File: src/pkg/sadc_pkg.sv
package sadc_pkg;

   localparam int CLK_MHZ = 125;
   localparam logic [1:0] ADDR_CTRL_A = 2'h0;
   localparam logic [1:0] ADDR_CONF_B = 2'h1;
   localparam logic [1:0] ADDR_RES_HI = 2'h2;
   localparam logic [1:0] ADDR_RES_LO = 2'h3;

   // Field positions in conv_control_a.
   localparam int CA_CH_LSB = 4;
   localparam int CA_DONE = 3;
   localparam int CA_ACTIVE = 2;
   localparam int CA_REFSW = 1;
   localparam int CA_START = 0;

   // Field positions in conv_config_b.
   localparam int CB_EIGHT = 7;
   localparam int CB_STIME_LSB = 5;
   localparam int CB_TRIGSEL = 4;
   localparam int CB_IRQEN = 3;
   localparam int CB_AUTO = 2;
   localparam int CB_CLK_LSB = 0;

   localparam logic [7:0] CTRL_A_RESET = 8'h00;
   localparam logic [7:0] CONF_B_RESET = 8'h00;
   localparam logic [9:0] RESULT_RESET = 10'h000;

   // Interrupt identity presented to the interrupt controller.
   localparam logic [4:0] IRQ_NUMBER = 5'h12;
   localparam logic [15:0] VEC_UPPER_ADDR = 16'hffd6;
   localparam logic [15:0] VEC_LOWER_ADDR = 16'hffd7;

   // Sampling count base in conversion clock ticks; the sample time field is added to it.
   localparam logic [3:0] SAMPLE_BASE = 4'h4;
   localparam logic [3:0] NUM_BITS_10 = 4'ha;
   localparam logic [3:0] NUM_BITS_8 = 4'h8;

   typedef enum logic [1:0] {
      SADC_IDLE = 2'b00,
      SADC_SAMPLE = 2'b01,
      SADC_COMPARE = 2'b10,
      SADC_STORE = 2'b11
   } sadc_state_t;

   typedef struct packed {
      logic [1:0] addr;
      logic [7:0] wdata;
      logic wr;
      logic rd;
   } sadc_bus_t;

   typedef struct packed {
      logic sample;
      logic hold;
      logic [3:0] channel;
      logic [9:0] dac_code;
      logic ref_switch;
   } sadc_analog_t;

endpackage

File: src/design/sadc_ctrl.sv
// Contract
// RULE1 - Completion sets done flag regardless of interrupt enable.
// RULE2 - Interrupt request asserted while done flag and enable are both one.
// RULE3 - Writing zero to done flag clears it and withdraws the request.
// RULE4 - Service routine must clear done flag before returning.
// RULE5 - Completion interrupt is number 18, vector at FFD6 and FFD7.
// RULE6 - Auto trigger enable selects software or edge-triggered start.
// RULE7 - In software mode writing one to start begins a conversion.
// RULE8 - A start during conversion abandons it and starts afresh.
// RULE9 - With auto trigger on, each rising trigger edge starts conversion.
// RULE10 - Clearing auto trigger enable stops further edge starts.
// RULE11 - Start sets active flag and connects selected channel to hold.
// RULE12 - Input is sampled, then held fixed until conversion completes.
// RULE13 - Successive approximation MSB to LSB, then result to data regs.
// RULE14 - After result transfer active flag clears and done flag sets.
// RULE15 - Result registers keep the old value until a new completion.
// RULE16 - Software must not change the channel while converting.
// RULE17 - Reset, stop or watch mode halts conversion and clears active.
// RULE18 - Routine clears flag, reads result, then restarts by software.
// RULE19 - Ten-bit result upper two bits in result_high bits 1 and 0.
// RULE20 - Eight-bit mode puts result in result_low, result_high zero.
// RULE21 - Trigger select zero means none, one means the timer output.
// RULE22 - Restart coinciding with completion still sets the done flag.
// RULE23 - Interrupt request is a held level, not a pulse.
//
// Chosen here: the plain strobed port and the placing of the registers.
`timescale 1ns/1ns
`default_nettype none
module sadc_ctrl (
   input wire logic mclk_i,
   input wire logic reset_i,
   input wire sadc_pkg::sadc_bus_t bus_i,
   output logic [7:0] rdata_o,
   input wire logic stop_mode_i,
   input wire logic watch_mode_i,
   input wire logic timer_trigger_output_i,
   input wire logic cmp_i,
   input wire logic conv_tick_i,
   output sadc_pkg::sadc_analog_t analog_o,
   output logic irq_o,
   output logic [4:0] irq_num_o,
   output logic [15:0] irq_vec_hi_o,
   output logic [15:0] irq_vec_lo_o,
   output logic [1:0] conv_clock_select_o
);
   import sadc_pkg::*;

   logic [3:0] channel_q;
   logic [3:0] channel_d;
   logic done_q;
   logic done_d;
   logic active_q;
   logic active_d;
   logic refsw_q;
   logic refsw_d;
   logic [7:0] confb_q;
   logic [7:0] confb_d;
   logic [9:0] result_q;
   logic [9:0] result_d;
   logic [9:0] sar_q;
   logic [9:0] sar_d;
   logic [3:0] cnt_q;
   logic [3:0] cnt_d;
   logic [3:0] bitpos_q;
   logic [3:0] bitpos_d;
   logic [2:0] trig_sync_q;
   logic [2:0] trig_sync_d;
   logic trig_prev_q;
   logic trig_prev_d;
   logic [7:0] rdata_q;
   logic [7:0] rdata_d;
   sadc_state_t state_q;
   sadc_state_t state_d;
   logic soft_start;
   logic edge_start;
   logic start;
   logic halt;
   logic finish;
   logic wr_ctrl_a;
   logic wr_conf_b;
   logic trig_level;
   logic [3:0] nbits;
   logic [9:0] trial_mask;

   // The timer output is asynchronous; an edge counts once stages agree.
   // A glitch seen by one stage only never starts a conversion, at the
   // cost of a few cycles of trigger latency.
   always_comb begin
      trig_sync_d = {trig_sync_q[1:0], timer_trigger_output_i};
      trig_prev_d = trig_prev_q;
      if (trig_sync_q[2] == trig_sync_q[1]) begin
         trig_prev_d = trig_sync_q[2];
      end
   end

   always_ff @(posedge mclk_i) begin
      if (reset_i) begin
         trig_sync_q <= 3'h0;
         trig_prev_q <= 1'b0;
      end else begin
         trig_sync_q <= trig_sync_d;
         trig_prev_q <= trig_prev_d;
      end
   end

   always_comb begin
      // RULE21 select trigger source.
      trig_level = confb_q[CB_TRIGSEL] & trig_sync_q[2] & trig_sync_q[1];
      // RULE9 rising edge start.
      // RULE10 auto gate off.
      edge_start = confb_q[CB_AUTO] & trig_level & ~trig_prev_q
                   & confb_q[CB_TRIGSEL];
      // A start write is refused while edge starting is switched on.
      // RULE7 software start bit.
      soft_start = bus_i.wr & (bus_i.addr == ADDR_CTRL_A)
                   & bus_i.wdata[CA_START] & ~confb_q[CB_AUTO];
      // RULE6 mode selection.
      start = confb_q[CB_AUTO] ? edge_start : soft_start;
      // RULE17 low-power halt.
      halt = stop_mode_i | watch_mode_i;
      nbits = confb_q[CB_EIGHT] ? NUM_BITS_8 : NUM_BITS_10;
      finish = (state_q == SADC_STORE);
      wr_ctrl_a = bus_i.wr & (bus_i.addr == ADDR_CTRL_A);
      wr_conf_b = bus_i.wr & (bus_i.addr == ADDR_CONF_B);
   end

   always_comb begin
      state_d = state_q;
      cnt_d = cnt_q;
      bitpos_d = bitpos_q;
      sar_d = sar_q;
      result_d = result_q;
      active_d = active_q;
      done_d = done_q;
      channel_d = channel_q;
      refsw_d = refsw_q;
      confb_d = confb_q;
      if (wr_conf_b) begin
         confb_d = bus_i.wdata;
      end
      // Channel and switch follow every write; software keeps them still.
      if (wr_ctrl_a) begin
         channel_d = bus_i.wdata[CA_CH_LSB +: 4];
         refsw_d = bus_i.wdata[CA_REFSW];
         // RULE3 write zero clears.
         if (!bus_i.wdata[CA_DONE]) begin
            done_d = 1'b0;
         end
      end
      case (state_q)
         SADC_IDLE: begin
            state_d = SADC_IDLE;
         end
         // RULE12 sample phase.
         SADC_SAMPLE: begin
            if (conv_tick_i) begin
               // Sampling lasts one tick past the count, so zero is legal.
               if (cnt_q == 4'h0) begin
                  state_d = SADC_COMPARE;
                  bitpos_d = nbits - 4'h1;
                  sar_d = RESULT_RESET;
               end else begin
                  cnt_d = cnt_q - 4'h1;
               end
            end
         end
         // RULE13 successive approximation.
         SADC_COMPARE: begin
            if (conv_tick_i) begin
               // The bit under test takes the comparator verdict.
               sar_d[bitpos_q] = cmp_i;
               if (bitpos_q == 4'h0) begin
                  state_d = SADC_STORE;
               end else begin
                  bitpos_d = bitpos_q - 4'h1;
               end
            end
         end
         SADC_STORE: begin
            // RULE15 result only updated here.
            // RULE20 eight-bit upper zero.
            result_d = confb_q[CB_EIGHT] ? {2'h0, sar_q[7:0]} : sar_q;
            // RULE14 finish flags.
            active_d = 1'b0;
            // RULE1 set on completion.
            done_d = 1'b1;
            state_d = SADC_IDLE;
         end
         default: begin
            state_d = SADC_IDLE;
         end
      endcase
      // RULE8 restart abandons current.
      if (start) begin
         // RULE11 active and connect.
         active_d = 1'b1;
         state_d = SADC_SAMPLE;
         cnt_d = SAMPLE_BASE + {2'h0, confb_q[CB_STIME_LSB +: 2]};
         sar_d = RESULT_RESET;
      end
      // Low-power entry stops the sequence; flag and result are kept.
      if (halt) begin
         active_d = 1'b0;
         state_d = SADC_IDLE;
      end
      // RULE22 completion flag kept on restart.
      if (finish) begin
         done_d = 1'b1;
      end
   end

   always_comb begin
      rdata_d = 8'h00;
      if (bus_i.rd) begin
         case (bus_i.addr)
            ADDR_CTRL_A: begin
               rdata_d = {channel_q, done_q, active_q, refsw_q, 1'b0};
            end
            ADDR_CONF_B: begin
               rdata_d = confb_q;
            end
            // RULE19 upper bits placement.
            ADDR_RES_HI: begin
               rdata_d = {6'h00, result_q[9:8]};
            end
            ADDR_RES_LO: begin
               rdata_d = result_q[7:0];
            end
            default: begin
               rdata_d = 8'h00;
            end
         endcase
      end
   end

   always_ff @(posedge mclk_i) begin
      if (reset_i) begin
         state_q <= SADC_IDLE;
         cnt_q <= 4'h0;
         bitpos_q <= 4'h0;
         sar_q <= RESULT_RESET;
         result_q <= RESULT_RESET;
         active_q <= CTRL_A_RESET[CA_ACTIVE];
         done_q <= CTRL_A_RESET[CA_DONE];
         channel_q <= CTRL_A_RESET[CA_CH_LSB +: 4];
         refsw_q <= CTRL_A_RESET[CA_REFSW];
         confb_q <= CONF_B_RESET;
         rdata_q <= 8'h00;
      end else begin
         state_q <= state_d;
         cnt_q <= cnt_d;
         bitpos_q <= bitpos_d;
         sar_q <= sar_d;
         result_q <= result_d;
         active_q <= active_d;
         done_q <= done_d;
         channel_q <= channel_d;
         refsw_q <= refsw_d;
         confb_q <= confb_d;
         // Read data fall back to zero, so stale values never linger.
         rdata_q <= rdata_d;
      end
   end

   // The trial code drives the comparator reference; the trial bit is set.
   for (genvar b = 0; b < $bits(sar_q); b++) begin : g_trial
      assign trial_mask[b] = (state_q == SADC_COMPARE) && (bitpos_q == 4'(b));
   end

   always_comb begin
      analog_o.sample = (state_q == SADC_SAMPLE);
      analog_o.hold = (state_q == SADC_COMPARE) | (state_q == SADC_STORE);
      analog_o.channel = channel_q;
      analog_o.dac_code = sar_q | trial_mask;
      analog_o.ref_switch = refsw_q;
   end

   // A flag left set keeps the request up, so the routine is re-entered.
   // RULE2 level request.
   // RULE23 held while both true.
   assign irq_o = done_q & confb_q[CB_IRQEN];
   // RULE5 interrupt identity.
   assign irq_num_o = IRQ_NUMBER;
   assign irq_vec_hi_o = VEC_UPPER_ADDR;
   assign irq_vec_lo_o = VEC_LOWER_ADDR;
   assign rdata_o = rdata_q;
   assign conv_clock_select_o = confb_q[CB_CLK_LSB +: 2];
endmodule
`default_nettype wire

File: config.mk
export PLATFORM = sky130hd
export DESIGN_NAME = sadc_ctrl
export DESIGN_NICKNAME = d
export VERILOG_FILES = /design/src/pkg/sadc_pkg.sv /design/src/design/sadc_ctrl.sv
export SDC_FILE = /design/constraint.sdc
export NUM_CORES = 1
export LEC_CHECK = 0
export BUFFER_PORTS_ARGS = -buffer_cell sky130_fd_sc_hd__clkbuf_2
export CAP_MARGIN = 20
export CORE_MARGIN = 5
export CORE_UTILIZATION = 52
export DETAILED_ROUTE_END_ITERATION = 6
export PLACE_DENSITY = 0.9
export SLEW_MARGIN = 30
export SYNTH_ARGS = -nofsm -noshare
export SYNTH_HDL_FRONTEND = slang
export SYNTH_SLANG_ARGS = --single-unit
export TNS_END_PERCENT = 100
File: constraint.sdc
create_clock -name mclk_i -period 2.31 [get_ports mclk_i]
set_input_delay 0.3465 -clock mclk_i [delete_from_list [all_inputs] [get_ports mclk_i]]
set_output_delay 0.3465 -clock mclk_i [all_outputs]
set_load 0.005 [all_outputs]
==> impl_metrics.tcl, run 1 <==
set metrics [dict create \
    grt_pass1_vias 2343 \
    syn_area_um2 3070 \
    instances_no_fill 472 \
    ys_seq_elements 57 \
    vdd_drop_max_mv 0.392 \
    outcome "completed" \
    powerDensity_nw_per_um2 651 \
    slowest_stage "nor2b_1" \
    drt_wl_total_um 6940 \
    cp_max_fo 10 \
    fin_skew_ns 0.00662 \
    drtIter0Drc 160 \
    drtPass1Iterations 4 \
    path_cells "nor2b_1 -> a31o_2 -> clkbuf_2" \
    syn_to_final_growth_pct 11.2 \
    grtUsageMet2_pct 30.6 \
    ios 84 \
    rsz0062_at_grt "false" \
    synth_warnings 0 \
    endpoint_kind "primary output" \
    numPortBuffers 46 \
    synthTopCellsByArea "dfxtp_1, buf_4, mux2i_1, a21oi_1, nor2_1" \
    grt_use_met1_pct 23.3 \
    synth_top_area_cell "dfxtp_1" \
    dp_hpwl_um 5160 \
    dp.cells 456 \
    setup_viol 0 \
    clock-sinks 57 \
    synth_xor_area_share_pct 0.855 \
    root_buffer "clkbuf_8" \
    synth_top_family_by_area "simple AND/OR/NAND/NOR gates" \
    synth_top_area_share_pct 37.1 \
    hold_path_class "primary input to register" \
    die_w_um 86.9 \
    gp_congestion 0.915 \
    tns_ns 0 \
    synthSimpleGateAreaFrac_pct 19.3 \
    grt-busiest-layer "met2" \
    n_antenna_cell 0 \
    drc_errors 0 \
    vias_per_cell 5.45 \
    startpoint_type "register" \
    synthAdderAreaFrac_pct 4.07 \
    syn_avg_cell_area_um2 8.76 \
    tightest_slew_ns 0.638 \
    tritoncts "done" \
    fin_nets 421 \
    postRouteAntennaNets 0 \
    rows 28 \
    antenna_found_initial 0 \
    cts_hold_buf 0 \
    cts.repair.resized 0 \
    drive_gt1_share_pct 22.4 \
    synthMuxAreaShare_pct 7.61 \
    num_vias 2574 \
    p_total_w 0.00222 \
    setup_ws_ns 0.229 \
    nFillCells 523 \
    power.leakage_nw 1.41 \
    clk_pin_slew_ns 0.06 \
    post_drt_wl_per_cell_um 14.7 \
    synthArstFlopShare_pct 0 \
    critPathKind "register to primary output" \
    worstSkewPairLatency_ns 0.34 \
    hold_viol 0 \
    grt_max_degree 36 \
    synth_compound_area_share_pct 16.6 \
    finalCritPeriodShare_pct 90.1 \
    grt_usage_pct 18.5 \
    die-area_um2 7550 \
    final_max_slew_viol_count 0 \
    grt_overflow 0 \
    synth_common_cells "dfxtp_1, buf_4, nor2_1" \
    worstPathArrival_ns 1.73 \
    maxCapViolCount 0 \
    dp_slack_ns 0.460 \
    start_util_pct 52.5 \
    required_ns 1.96 \
    synth_top_flop_cell "dfxtp_1" \
    fin_crit_ns 2.08 \
    grt_util_met3_pct 5.77 \
    cts_made_buffers 9 \
    yosysMostFrequentCell "dfxtp_1" \
    grt_pass1_wl_um 11100 \
    die_h_um 86.9 \
    coreArea_um2 5850 \
    cpPeakStageDelay_ns 0.57 \
    critPathBufInv 1 \
    synthDistinctLibCells 53 \
    max_slew_margin_pct 57.4 \
    fmax_mhz 481 \
    cts_buffer_depth 2 \
    yosysSeqAreaShare_pct 37.1 \
    cts_max_level 3 \
    synth_edf_count 0 \
    postCtsSetupBuffers 0 \
    path_delay_family "simple AND/OR/NAND/NOR gates" \
    postSynthCellCount 351 \
]
[worst paths after layout]
path / slack, ns / to / start / depth (start not counted)
worst max register to register: 0.44 / state_q[1] / state_q[0] / 6
worst min-delay path: 0.21 / state_q[1] / stop_mode_i / 2
worst max-delay path: 0.23 / analog_o[5] / bitpos_q[2] / 3
worst min register to register: 0.44 / trig_sync_q[1] / trig_sync_q[0] / 1
[layout by cell type, fill, tap and decap left out, types with 12 or more instances in the layout]
cell	instances
clkbuf_2	46
mux2i_1	20
conb_1	37
dfxtp_1	57
a21oi_1	36
nand3_1	18
clkbuf_8	12
nor2_1	38
o21ai_0	16
nand2_1	16
[state kept, by name, indices dropped and copies added (netlist names)]
name and count:
sar_q 10, trig_prev_q 1, refsw_q 1, bitpos_q 4, cnt_q 4, confb_q 8, rdata_o 8, active_q 1
result_q 10, done_q 1, state_q 2, trig_sync_q 3, channel_q 4
[through the flow]
stage / instance area (um^2) / utilization [%] / hold WS (ns)
floorplan: 3210 / - / 0.414
global placement: 3180 / 54.3 / 0.417
detailed placement: 3180 / 54.3 / 0.437
CTS: 3420 / 58.4 / 0.202
global route: 3420 / 58.4 / 0.199
finish: 3420 / 58.4 / 0.214
[routing by layer]
layer	routed length [um]	vias to the layer above
met2	3290	139
met5	0	-
met4	106	0
met3	752	12
li1	-	1214
met1	2780	1209
[final cells by class]
type	count	area [um^2]	share of cell area, %
clock buffers	12	165	4.83
clock inverters	4	73.8	2.16
inverters	9	33.8	0.988
multi-input cells	262	1630	47.6
flip-flops and latches	57	1140	33.4
well taps	75	93.8	2.75
repair buffers	53	283	8.27
[power breakdown]
| part | total (W) | switching (W) | leakage, nW | internal [W] |
|---|---|---|---|---|
| registers | 0.00101 | 0.0000103 | 0.461 | 0.000995 |
| clock network | 0.00109 | 0.000394 | 0.123 | 0.000695 |
| logic | 0.000128 | 0.0000830 | 0.831 | 0.0000454 |
| total | 0.00222 | 0.000488 | 1.41 | 0.00174 |
[kinds of logic after synthesis]
logic type      count (synthesis)
compound gates                 79
mux                            22
fa+ha+maj                      10
simple gates                  111
xor+xnor                        3
buf+inv                        67
other cells                     2
flops                          57
Note: power is estimated with default switching activity, not from simulation.
==> run 2, diff against run 1 <==
CELL_PAD_IN_SITES_DETAIL_PLACEMENT = 1   (was unset)
CELL_PAD_IN_SITES_GLOBAL_PLACEMENT = 2   (was unset)
CORE_UTILIZATION = 31   (was 52)
PLACE_DENSITY = 0.92   (was 0.9)
SETUP_SLACK_MARGIN = 0.4   (was unset)
==> run 2 against run 1 <==
First-iteration DRC count down 43%. Wire length is 19% higher. Combinational power increased by 5%. Largest cell class unchanged. Register-to-register slack worse by 0.02 ns. Global-route usage is 4.4 points lower. Clock power shrank 5%.
==> impl_metrics.tcl, run 2 (synthesized netlist as in run 1, its figures left out) <==
set metrics [dict create \
    outcome "completed" \
    drtIter0Drc 92 \
    cts_made_buffers 9 \
    die_w_um 110 \
    worstPathArrival_ns 2.13 \
    coreArea_um2 9730 \
    grt_usage_pct 14.1 \
    post_drt_wl_per_cell_um 15.4 \
    slowest_stage "o211ai_1" \
    n_antenna_cell 0 \
    final_max_slew_viol_count 0 \
    p_total_w 0.00218 \
    fin_skew_ns 0.00772 \
    hold_path_class "primary input to register" \
    nFillCells 1211 \
    grt_pass1_vias 2637 \
    instances_no_fill 537 \
    finalCritPeriodShare_pct 81.8 \
    gp_congestion 0.819 \
    postRouteAntennaNets 0 \
    fin_nets 428 \
    required_ns 2.55 \
    tns_ns 0 \
    dp.cells 516 \
    setup_viol 0 \
    die-area_um2 12000 \
    endpoint_kind "register" \
    cts_buffer_depth 2 \
    dp_hpwl_um 6160 \
    grtUsageMet2_pct 24.0 \
    final_cell_mix "dfxtp_1, clkbuf_2, nor2_1, conb_1, a21oi_1" \
    grt_overflow 0 \
    numPortBuffers 46 \
    clk_pin_slew_ns 0.07 \
    num_vias 2558 \
    top_regs "result_q (10), sar_q (10)" \
    maxCapViolCount 0 \
    critPathKind "register to register" \
    die_h_um 110 \
    root_buffer "clkbuf_8" \
    vdd_drop_max_mv 0.200 \
    drt_wl_total_um 8290 \
    start_util_pct 31.6 \
    power.leakage_nw 1.45 \
    grt_max_degree 25 \
    grt-busiest-layer "met2" \
    fmax_mhz 529 \
    drive_gt1_share_pct 26.7 \
    ios 84 \
    grt_use_met1_pct 16.8 \
    drc_errors 0 \
    tightest_slew_ns 0.530 \
    ff_latch_area_um2 1150 \
    cpPeakStageDelay_ns 0.45 \
    critPathBufInv 1 \
    vias_per_cell 4.76 \
    fin_crit_ns 1.89 \
    cp_max_fo 8 \
    antenna_found_initial 0 \
    path_cells "inv_1 -> ha_2 -> and4bb_2 -> o211ai_1 -> nor3_1 -> a211oi_1" \
    whs_ns 0.205 \
    rows 36 \
    grt_util_met3_pct 4.76 \
    cts_max_level 3 \
    worstSkewPairLatency_ns 0.34 \
    cts_hold_buf 0 \
    final_common_cell "dfxtp_1" \
    powerDensity_nw_per_um2 606 \
    drtPass1Iterations 4 \
    startpoint_type "register" \
    syn_to_final_growth_pct 17.0 \
    grt_pass1_wl_um 13100 \
    rsz0062_at_grt "true" \
    hold_viol 0 \
    clock-sinks 57 \
    tritoncts "done" \
    max_slew_margin_pct 64.2 \
    path_delay_family "compound AO/OA/AOI/OAI gates" \
    multi_input_area_um2 1680 \
]
[run 2: final timing paths]
path,startpoint,to,slack (ns),cells after the start
setup / recovery,state_q[1],bitpos_q[0],0.42,6
hold reg to reg,trig_sync_q[0],trig_sync_q[1],0.45,1
setup reg to reg,state_q[1],bitpos_q[0],0.42,6
hold / removal,stop_mode_i,state_q[1],0.21,2
[run 2: layout make-up]
type / count / share of cell area [%]
Timing Repair Buffer: 60 / 9.43
Multi-Input combinational cell: 262 / 46.8
Clock inverter: 5 / 2.19
Tap cell: 133 / 4.63
Inverter: 9 / 1.01
Sequential cell: 57 / 32.0
Clock buffer: 11 / 3.93
[run 2: what timing repair did]
action,CTS,global route
setup buffers,0,5
gates resized for setup,9,13
endpoints found under the setup margin,12,20
pin swaps,0,3
[run 2: power by group]
group	switching [W]	internal [W]	leakage (nW)
Combinational	0.0000867	0.0000471	0.876
Sequential	0.0000106	0.000993	0.463
Clock	0.000409	0.000635	0.113
Total	0.000506	0.00167	1.45
[run 2: per-layer routing]
| layer | vias up | share of wire, % |
|---|---|---|
| met3 | 13 | 6.7 |
| met5 | - | 0 |
| li1 | 1234 | - |
| met1 | 1225 | 43 |
| met2 | 86 | 49 |
| met4 | 0 | 1.7 |
[run 2: stage by stage]
stage	worst slack [ns]	cell area, um^2	utilization, %
floorplan	0.682	3210	-
global placement	0.529	3270	33.6
detailed placement	0.444	3270	33.6
CTS	0.371	3520	36.2
global route	0.317	3600	37.0
finish	0.420	3600	37.0
